## src/split_desc_pkg.sv

```systemverilog
// Shared constants and types for the split bulk descriptor write-back block
package split_desc_pkg;

   // Register port geometry
   localparam int ADDR_W = 5;
   localparam int DATA_W = 32;

   // Register byte offsets
   localparam logic [ADDR_W-1:0] OFF_ENTRY_WORD = 5'h00;
   localparam logic [ADDR_W-1:0] OFF_CONTROL    = 5'h04;
   localparam logic [ADDR_W-1:0] OFF_IRQ_STATUS = 5'h08;
   localparam logic [ADDR_W-1:0] OFF_IRQ_MASK   = 5'h0C;

   // Entry status word layout (bits 26 and 18:15 of the descriptor word are reserved)
   localparam int BIT_ACTIVE   = 31;
   localparam int BIT_HALT     = 30;
   localparam int BIT_BABBLE   = 29;
   localparam int BIT_XACT_ERR = 28;
   localparam int BIT_PHASE    = 27;
   localparam int BIT_TOGGLE   = 25;
   localparam int CERR_LO      = 23;
   localparam int CERR_W       = 2;
   localparam int NAK_LO       = 19;
   localparam int NAK_W        = 4;
   localparam int BYTES_LO     = 0;
   localparam int BYTES_W      = 15;

   // Bits that hold storage; reserved bits read as zero
   localparam logic [DATA_W-1:0] WORD_USED_MASK = 32'hFBF8_7FFF;
   localparam logic [DATA_W-1:0] WORD_RESET     = 32'h0000_0000;

   // Control register layout
   localparam int CTL_VALID_BIT = 0;
   localparam int CTL_ISO_BIT   = 1;
   localparam int CTL_RL_LO     = 2;

   // Interrupt status and mask layout
   localparam int IRQ_W          = 4;
   localparam int IRQ_OK_BIT     = 0;
   localparam int IRQ_BABBLE_BIT = 1;
   localparam int IRQ_ERR_BIT    = 2;
   localparam int IRQ_NAK_BIT    = 3;

   // Counter constants
   localparam logic [CERR_W-1:0] CERR_FULL = 2'h3;
   localparam logic [CERR_W-1:0] CERR_ONE  = 2'h1;
   localparam logic [CERR_W-1:0] CERR_ZERO = 2'h0;
   localparam logic [NAK_W-1:0]  NAK_ONE   = 4'h1;
   localparam logic [NAK_W-1:0]  NAK_ZERO  = 4'h0;

   // Outcome of one split transaction as reported by the host engine
   typedef enum logic [2:0]
   {
      RES_ACK     = 3'b000,
      RES_NAK     = 3'b001,
      RES_NYET    = 3'b010,
      RES_NO_RESP = 3'b011,
      RES_BAD     = 3'b100,
      RES_BABBLE  = 3'b101
   } txn_result_e;

   typedef struct packed
   {
      txn_result_e        result;
      logic [BYTES_W-1:0] byte_count;
      logic               next_toggle;
   } txn_report_s;

endpackage

```

## src/split_bulk_desc_status.sv

```systemverilog
// Status and retry write-back logic for one split bulk descriptor entry
//
// Functional notes
// Babble clears the live-entry and entry-in-use bits, retiring the entry.
// Fault flag mirrors transaction errors; software zeroes it first.
// Phase bit loaded zero; hardware sets it when complete split follows.
// Software loads starting toggle; hardware writes toggle back on success.
// Each missing or bad response decrements retry count; zero retires.
// NAK or NYET reloads the retry count instead of decrementing it.
// Software keeps a late retry first by not advancing the entry pointer.
// Negative-ack count reaching zero with nonzero reload retires the entry.
// Negative-ack counting never applies to isochronous split entries.
// Hardware writes the moved byte count of each successful transaction.
// Zero reload value makes hardware ignore the negative-ack count.
// Software programs reload as zero for full- and low-speed entries.
// Software writes live-entry bit equal to the entry-in-use bit.
`timescale 1ns/1ps
`default_nettype none

module split_bulk_desc_status
(
   input  wire logic                                 clk_in,
   input  wire logic                                 nrst_in,
   input  wire logic [split_desc_pkg::ADDR_W-1:0]    addr_in,
   input  wire logic [split_desc_pkg::DATA_W-1:0]    wr_data_in,
   input  wire logic                                 wr_en_in,
   input  wire logic                                 rd_en_in,
   input  wire logic                                 report_valid_in,
   input  wire split_desc_pkg::txn_report_s          report_in,
   output logic      [split_desc_pkg::DATA_W-1:0]    rd_data_out,
   output logic                                      irq_out,
   output logic                                      valid_out,
   output logic                                      active_out,
   output logic                                      split_phase_out,
   output logic                                      toggle_out
);

   // Result of merging one transaction report into the entry
   typedef struct packed
   {
      logic [split_desc_pkg::DATA_W-1:0] word;

      logic                              retire;
      logic                              ev_ok;
      logic                              ev_babble;
      logic                              ev_err;
      logic                              ev_nak;
   } update_s;

   // Address match used by both the write and read decode
   function automatic logic addr_hit
   (
      input logic [split_desc_pkg::ADDR_W-1:0] addr,
      input logic [split_desc_pkg::ADDR_W-1:0] offset
   );
      addr_hit = (addr == offset);
   endfunction

   // Apply one transaction outcome to the status word
   function automatic update_s apply_report
   (
      input logic [split_desc_pkg::DATA_W-1:0] word_in,
      input split_desc_pkg::txn_report_s       rep,
      input logic [split_desc_pkg::NAK_W-1:0]  reload,
      input logic                              iso
   );
      update_s                             u;
      logic [split_desc_pkg::CERR_W-1:0]   cerr;
      logic [split_desc_pkg::NAK_W-1:0]    nak;

      u           = '0;
      u.word      = word_in;
      cerr        = word_in[split_desc_pkg::CERR_LO +:
                            split_desc_pkg::CERR_W];
      nak         = word_in[split_desc_pkg::NAK_LO +:
                            split_desc_pkg::NAK_W];
      case (rep.result)
         split_desc_pkg::RES_BABBLE:
         begin
            // Babble always ends the entry
            u.word[split_desc_pkg::BIT_BABBLE] = 1'b1;
            u.word[split_desc_pkg::BIT_HALT]   = 1'b1;
            u.word[split_desc_pkg::BIT_ACTIVE] = 1'b0;
            u.retire                           = 1'b1;
            u.ev_babble                        = 1'b1;
         end

         split_desc_pkg::RES_NO_RESP,
         split_desc_pkg::RES_BAD:
         begin
            // Fault flag mirrors the error
            u.word[split_desc_pkg::BIT_XACT_ERR] = 1'b1;

            if (cerr <= split_desc_pkg::CERR_ONE)
            begin
               // Last allowed error spends the count
               cerr                               = split_desc_pkg::CERR_ZERO;
               u.word[split_desc_pkg::BIT_HALT]   = 1'b1;
               u.word[split_desc_pkg::BIT_ACTIVE] = 1'b0;
               u.retire                           = 1'b1;
               u.ev_err                           = 1'b1;
            end
            else
            begin
               cerr = cerr - split_desc_pkg::CERR_ONE;
            end
         end

         split_desc_pkg::RES_NAK,
         split_desc_pkg::RES_NYET:
         begin
            // Device answered, so the link itself is healthy
            cerr = split_desc_pkg::CERR_FULL;

            if (rep.result == split_desc_pkg::RES_NAK && !iso &&
                reload != split_desc_pkg::NAK_ZERO)
            begin
               if (nak <= split_desc_pkg::NAK_ONE)
               begin
                  nak = split_desc_pkg::NAK_ZERO;
                  u.word[split_desc_pkg::BIT_ACTIVE] = 1'b0;
                  u.retire                           = 1'b1;
                  u.ev_nak                           = 1'b1;
               end
               else
               begin
                  nak = nak - split_desc_pkg::NAK_ONE;
               end
            end
         end

         default:
         begin
            // Successful handshake
            cerr = split_desc_pkg::CERR_FULL;
            if (!iso)
               nak = reload;
            u.word[split_desc_pkg::BIT_TOGGLE] = rep.next_toggle;
            u.word[split_desc_pkg::BYTES_LO +:
                   split_desc_pkg::BYTES_W]    = rep.byte_count;

            if (!word_in[split_desc_pkg::BIT_PHASE])
            begin
               // Start split accepted: complete split comes next
               u.word[split_desc_pkg::BIT_PHASE] = 1'b1;
            end
            else
            begin
               // Complete split finished the transfer
               u.word[split_desc_pkg::BIT_PHASE]  = 1'b0;
               u.word[split_desc_pkg::BIT_ACTIVE] = 1'b0;
               u.retire                           = 1'b1;
               u.ev_ok                            = 1'b1;
            end
         end
      endcase

      u.word[split_desc_pkg::CERR_LO +: split_desc_pkg::CERR_W] = cerr;
      u.word[split_desc_pkg::NAK_LO +: split_desc_pkg::NAK_W]   = nak;
      u.word = u.word & split_desc_pkg::WORD_USED_MASK;
      return u;
   endfunction

   // Storage
   logic [split_desc_pkg::DATA_W-1:0] entry_word;

   logic                              valid_reg;
   logic                              valid_next;

   logic                              iso_reg;
   logic                              iso_next;

   logic [split_desc_pkg::NAK_W-1:0]  reload_reg;
   logic [split_desc_pkg::NAK_W-1:0]  reload_next;

   logic [split_desc_pkg::IRQ_W-1:0]  irq_status_reg;
   logic [split_desc_pkg::IRQ_W-1:0]  irq_status_next;

   logic [split_desc_pkg::IRQ_W-1:0]  irq_mask_reg;
   logic [split_desc_pkg::IRQ_W-1:0]  irq_mask_next;

   logic [split_desc_pkg::DATA_W-1:0] rd_data_reg;
   logic [split_desc_pkg::DATA_W-1:0] rd_data_next;

   logic                              irq_reg;
   logic                              irq_next;

   // Address decode
   wire logic sel_word;
   wire logic sel_ctl;
   wire logic sel_stat;
   wire logic sel_mask;

   wire logic wr_word;
   wire logic wr_ctl;
   wire logic wr_mask;
   wire logic rd_stat;

   assign sel_word = addr_hit(addr_in, split_desc_pkg::OFF_ENTRY_WORD);
   assign sel_ctl  = addr_hit(addr_in, split_desc_pkg::OFF_CONTROL);
   assign sel_stat = addr_hit(addr_in, split_desc_pkg::OFF_IRQ_STATUS);
   assign sel_mask = addr_hit(addr_in, split_desc_pkg::OFF_IRQ_MASK);

   assign wr_word  = wr_en_in && sel_word;
   assign wr_ctl   = wr_en_in && sel_ctl;
   assign wr_mask  = wr_en_in && sel_mask;
   assign rd_stat  = rd_en_in && sel_stat;

   // Software view of the entry before hardware acts this cycle
   wire logic [split_desc_pkg::DATA_W-1:0] base_word;
   wire logic                              base_valid;
   wire logic                              base_iso;
   wire logic [split_desc_pkg::NAK_W-1:0]  base_reload;

   assign base_word   = wr_word ?
                        (wr_data_in & split_desc_pkg::WORD_USED_MASK) :
                        entry_word;

   assign base_valid  = wr_ctl ? wr_data_in[split_desc_pkg::CTL_VALID_BIT] :
                        valid_reg;

   assign base_iso    = wr_ctl ? wr_data_in[split_desc_pkg::CTL_ISO_BIT] :
                        iso_reg;

   assign base_reload = wr_ctl ?
                        wr_data_in[split_desc_pkg::CTL_RL_LO +:
                                   split_desc_pkg::NAK_W] :
                        reload_reg;

   // Hardware update; a same-cycle software write is merged, not lost.
   // Reports against an entry not in use are ignored.
   wire logic    take_report;
   wire update_s upd;

   assign take_report = report_valid_in && base_valid;
   assign upd = apply_report(base_word, report_in, base_reload, base_iso);

   wire logic [split_desc_pkg::DATA_W-1:0] word_next;
   wire logic                              word_we;

   assign word_next = take_report ? upd.word : base_word;

   assign word_we   = wr_word || take_report;

   desc_word_store
   #(
      .WIDTH     (split_desc_pkg::DATA_W),
      .RESET_VAL (split_desc_pkg::WORD_RESET)
   )
   u_word_store
   (
      .clk_in     (clk_in),
      .nrst_in    (nrst_in),
      .wr_en_in   (word_we),
      .wr_data_in (word_next),
      .word_out   (entry_word)
   );

   // Control next values; retirement drops the in-use bit
   assign valid_next  = base_valid && !(take_report && upd.retire);

   assign iso_next    = base_iso;
   assign reload_next = base_reload;
   assign irq_mask_next = wr_mask ? wr_data_in[split_desc_pkg::IRQ_W-1:0] :
                          irq_mask_reg;

   // Events raised by this cycle's report
   wire logic [split_desc_pkg::IRQ_W-1:0] irq_set;

   assign irq_set[split_desc_pkg::IRQ_OK_BIT]     = take_report && upd.ev_ok;

   assign irq_set[split_desc_pkg::IRQ_BABBLE_BIT] = take_report &&
                                                    upd.ev_babble;
   assign irq_set[split_desc_pkg::IRQ_ERR_BIT]    = take_report && upd.ev_err;
   assign irq_set[split_desc_pkg::IRQ_NAK_BIT]    = take_report && upd.ev_nak;

   // Read clears status; an event landing on the read stays pending
   assign irq_status_next = (rd_stat ? '0 : irq_status_reg) | irq_set;

   assign irq_next        = |(irq_status_next & irq_mask_next);

   // Control register image for readback
   wire logic [split_desc_pkg::DATA_W-1:0] ctl_image;

   assign ctl_image = {{(split_desc_pkg::DATA_W - split_desc_pkg::CTL_RL_LO -
                         split_desc_pkg::NAK_W){1'b0}},
                       reload_reg, iso_reg, valid_reg};

   // Read mux; unmapped addresses read zero, data valid only after a strobe
   assign rd_data_next =
      !rd_en_in ? '0 :
      sel_word  ? entry_word :
      sel_ctl   ? ctl_image :
      sel_stat  ? {{(split_desc_pkg::DATA_W - split_desc_pkg::IRQ_W){1'b0}},
                   irq_status_reg} :
      sel_mask  ? {{(split_desc_pkg::DATA_W - split_desc_pkg::IRQ_W){1'b0}},
                   irq_mask_reg} :
      '0;

   // Control and interrupt state
   always_ff @(posedge clk_in)
   begin
      if (!nrst_in)
      begin
         valid_reg      <= 1'b0;
         iso_reg        <= 1'b0;
         reload_reg     <= split_desc_pkg::NAK_ZERO;
         irq_status_reg <= '0;
         irq_mask_reg   <= '0;
      end
      else
      begin
         valid_reg      <= valid_next;
         iso_reg        <= iso_next;
         reload_reg     <= reload_next;
         irq_status_reg <= irq_status_next;
         irq_mask_reg   <= irq_mask_next;
      end
   end

   // Registered outputs
   always_ff @(posedge clk_in)
   begin
      if (!nrst_in)
      begin
         rd_data_reg <= '0;
         irq_reg     <= 1'b0;
      end
      else
      begin
         rd_data_reg <= rd_data_next;
         irq_reg     <= irq_next;
      end
   end

   assign rd_data_out     = rd_data_reg;
   assign irq_out         = irq_reg;

   assign valid_out       = valid_reg;
   assign active_out      = entry_word[split_desc_pkg::BIT_ACTIVE];
   assign split_phase_out = entry_word[split_desc_pkg::BIT_PHASE];
   assign toggle_out      = entry_word[split_desc_pkg::BIT_TOGGLE];

endmodule

`default_nettype wire

```

## src/desc_word_store.sv

```systemverilog
// Holding register for the entry status word with a registered read side
`timescale 1ns/1ps
`default_nettype none

module desc_word_store
#(
   parameter int WIDTH = 32,
   parameter logic [WIDTH-1:0] RESET_VAL = 32'h0000_0000
)
(
   input  wire logic             clk_in,
   input  wire logic             nrst_in,
   input  wire logic             wr_en_in,
   input  wire logic [WIDTH-1:0] wr_data_in,
   output logic      [WIDTH-1:0] word_out
);

   logic [WIDTH-1:0] word_reg;
   logic [WIDTH-1:0] word_next;

   // Keep the stored word unless a merged update arrives
   assign word_next = wr_en_in ? wr_data_in : word_reg;

   // Synchronous reset to a known empty entry
   always_ff @(posedge clk_in)
   begin
      if (!nrst_in)
         word_reg <= RESET_VAL;
      else
         word_reg <= word_next;
   end

   assign word_out = word_reg;

endmodule

`default_nettype wire

```

## config.mk

```make
export PLATFORM = sky130hd
export DESIGN_NAME = split_bulk_desc_status
export DESIGN_NICKNAME = d
export VERILOG_FILES = /design/src/split_desc_pkg.sv /design/src/split_bulk_desc_status.sv /design/src/desc_word_store.sv
export SDC_FILE = /design/constraint.sdc
export NUM_CORES = 1
export LEC_CHECK = 0
export ABC_AREA = 1
export BUFFER_PORTS_ARGS = -buffer_cell sky130_fd_sc_hd__buf_2
export CAP_MARGIN = 20
export CORE_UTILIZATION = 45
export DETAILED_ROUTE_END_ITERATION = 10
export PLACE_DENSITY = 0.7
export SLEW_MARGIN = 20
export SYNTH_ARGS = -nofsm -noshare
export SYNTH_HDL_FRONTEND = slang
export SYNTH_SLANG_ARGS = --single-unit
```

## constraint.sdc

```tcl
create_clock -name clk_in -period 2.5 [get_ports clk_in]
set_clock_uncertainty 0.1 [all_clocks]
set_input_delay 0.5 -clock clk_in [delete_from_list [all_inputs] [get_ports clk_in]]
set_output_delay 0.5 -clock clk_in [all_outputs]
set_load 0.03 [all_outputs]
```

==> reports/metrics.csv <==
stage,metric,value,unit
critical_path,required time worst endpoint,2.67,ns
timing,RSZ-0062 raised after global routing,false,
drt,Vias/cell,4.92,
logic_synthesis,Yosys top cell by area,dfxtp_1,
drt,# DRC,0,
timing,Period minus WS final,1.96,ns
hold_path,Hold WC Path Type,in -> reg,
floorplanning,FP Rows,31,
logic_synthesis,Synth Warn #,0,
logic_synthesis,Post-synth top cells,"108 x nand2_1, 72 x inv_1, 69 x dfxtp_1, 54 x nor2_1, 27 x nand3_1",
clock_network,post-CTS setup buffers,0,
place,Final HPWL DP,6660,um
critical_path,crit end category,register,
timing,FMAX,0.511,GHz
power_and_ir_drop,Peak VDD IR,0.278,mV
run_status,status,finished clean,
cells_and_area,antenna cell count,0,
logic_synthesis,combinational family with the most area after synthesis,simple AND/OR/NAND/NOR gates,
logic_synthesis,xor/xnor cell area share of the yosys netlist,0,
floorplanning,area of the core,0.00737,mm2
critical_path,R2R depth,12,
logic_synthesis,Post-synth EDFFs,0,
grt,largest net degree at the start of global routing,31,
drt,Pre-antenna DRT Iters,4,
cells_and_area,layout cells sized above 1,0.304,
power_and_ir_drop,Power Dens Cells,551,mW/mm2
drt,DRT Wirelength,8700,um
critical_path,CP top delay family,simple AND/OR/NAND/NOR gates,
flow_run,Max-Cap Viols,0,
timing,crit share post-route,0.783,
critical_path,CP Cell Sequence,"buf_2, nor2_2, nand4_2, buf_4, nand2_1, nand2_2, nand2_2, nor2_2, nand3_2, nand2_1, inv_2, nand2_1, a21oi_1",
clock_network,CTS Root Cell,clkbuf_8,
critical_path,CP max stage cell,buf_4,
cells_and_area,fin area,0.00426,mm2
clock_network,hold-fix buffers at CTS,0,
cells_and_area,Post-Layout Cell Count,681,
logic_synthesis,register bit total from synthesis,69,
logic_synthesis,Compound-Gate Fraction of Synth Area,0.146,
critical_path,CP peak stage delay,0.29,ns
critical_path,Crit Path Class,in -> reg,
timing,Final setup viols,0,
hold_path,hold path depth,3,
grt,Tot GR Track Use,0.220,
critical_path,Critical Path AT,2.13,ns
floorplanning,Initial Util,0.474,
place,input/output buffers,87,
cells_and_area,Area growth syn-to-layout,22.0,%
logic_synthesis,post-synthesis sequential area ratio,0.395,
floorplanning,IO Count,98,
timing,Hold Slack,0.282,ns
cells_and_area,Nets,639,
drt,post-DR wirelength/cell,12.8,um
critical_path,"most used cell, CP",nand2_1,
logic_synthesis,"top cells by area, synth","dfxtp_1 40%, nand2_1 12%, inv_1 7.7%",
timing,"Slew Viols, Final",0,
critical_path,CP Launch Type,input pin,
logic_synthesis,Mapped Area,0.00349,mm2
place,GPL Wtd Cong,0.940,
clock_network,post-CTS resize count,0,
logic_synthesis,Synth Area in Simple Gates,0.326,
critical_path,CP max FO,12,
clock_network,CTS Buf Count,9,
logic_synthesis,Synth cell types,40,
logic_synthesis,"Async S/R FF share, synth",0,
drt,1st-iter DRT viols,171,
clock_network,CTS sink cnt,69,
logic_synthesis,Synth Area in Adders,0.00358,
logic_synthesis,"Avg Cell Area, Syn",7.26,um2
critical_path,Crit path depth,13,
timing,Final Hold Vio Count,0,
critical_path,Critical path buffers and inverters,3,
logic_synthesis,Mapped Cells,481,
clock_network,Max H-tree Level,3,
floorplanning,die area,0.00812,mm2
place,Placement Cell Area,0.00403,mm2
clock_network,Longest Clk Path Bufs,2,
logic_synthesis,most frequent cell after synthesis,nand2_1,
grt,total grt overflow,0,
clock_network,clock latency on the worst-skew pair,0.35,ns
drt,vias,3348,
floorplanning,Die H,90.1,um
grt,first-pass GRT wire length,14200,um
grt,vias in the first global route,3116,
cells_and_area,final core utilization,0.578,
logic_synthesis,ys flop type,dfxtp_1,
logic_synthesis,top-area cell type share of the netlist area,0.395,
grt,initial antenna violation count,0,
logic_synthesis,post-synthesis mux area share,0,
power_and_ir_drop,cell leakage power,2.01,nW
drt,post-route ant nets,0,
clock_network,CTS tree,built,
timing,setup TNS after final layout,0,ns
place,Placed Instances,665,
floorplanning,Die Width,90.1,um
clock_network,Clock transition at path regs,0.08,ns
[logic make-up (layout without fill, tap and decap cells)]
kind of cell               count (synthesis)  count (layout)
and+or+nand+nor                          233             233
AOI/OAI and AO/OA                         76              76
other                                      1               5
DFF                                       69              69
buffers and inverters                    101             198
adders and majority gates                  1               1
[path summary, 6_finish.rpt]
path | slack (ns) | start | endpoint
max | 0.54 | addr_in[4] | u_word_store.word_out[20]
min | 0.28 | report_in[0] | u_word_store.word_out[25]
max reg2reg | 0.90 | valid_out | irq_out
min reg2reg | 0.32 | u_word_store.word_out[10] | rd_data_out[10]
[worst register-to-register path: cells and delay by family, from the launching register on]
family          cells  cell delay [ns]
buf+inv             2             0.12
simple gates        9             0.78
compound gates      1             0.15
flops               1             0.41
[metal layers]
metal | up-vias | global-route usage | wire, um
li1 | 1698 | - | -
met5 | - | 0 | 0
met4 | 0 | 0.0833 | 184
met2 | 118 | 0.379 | 4200
met1 | 1515 | 0.256 | 3660
met3 | 17 | 0.0660 | 656
[stage by stage]
stage	worst slack, ns	power (mW)
after global routing	0.418	2.43
after global placement	0.232	1.32
after CTS	0.554	2.37
after detailed placement	0.185	1.32
final	0.542	2.35
after floorplan	0.453	1.25
[layout by cell type (no fill, tap or decap), types with 4 or more instances in the layout]
cell and count:
nand2_4 4, nand3_1 27, clkbuf_8 10, nand4_1 5, a21oi_2 6, o211ai_2 5
nand2_2 12, o21ai_0 10, a221oi_1 4, a31oi_1 6, inv_1 72, buf_4 14
nor2_2 7, conb_1 5, dfxtp_1 69, buf_2 87, nor2_1 54, o21ai_2 5
a21oi_1 22, nand2_1 108, o21ai_1 9, inv_2 8
[layout make-up]
class                   instances  area [um2]
clock buffers                  10         138
clock inverters                 6        93.8
fillers                       750        3110
inverters                      81         304
multi-input cells             315        1680
flip-flops and latches         69        1380
well taps                      99         124
repair buffers                101         541
[report_power, final]
part	internal [mW]	switching, mW
Sequential	1.10	0.00291
Combinational	0.0658	0.125
Clock	0.597	0.450
Note: power is estimated with default switching activity, not from simulation.
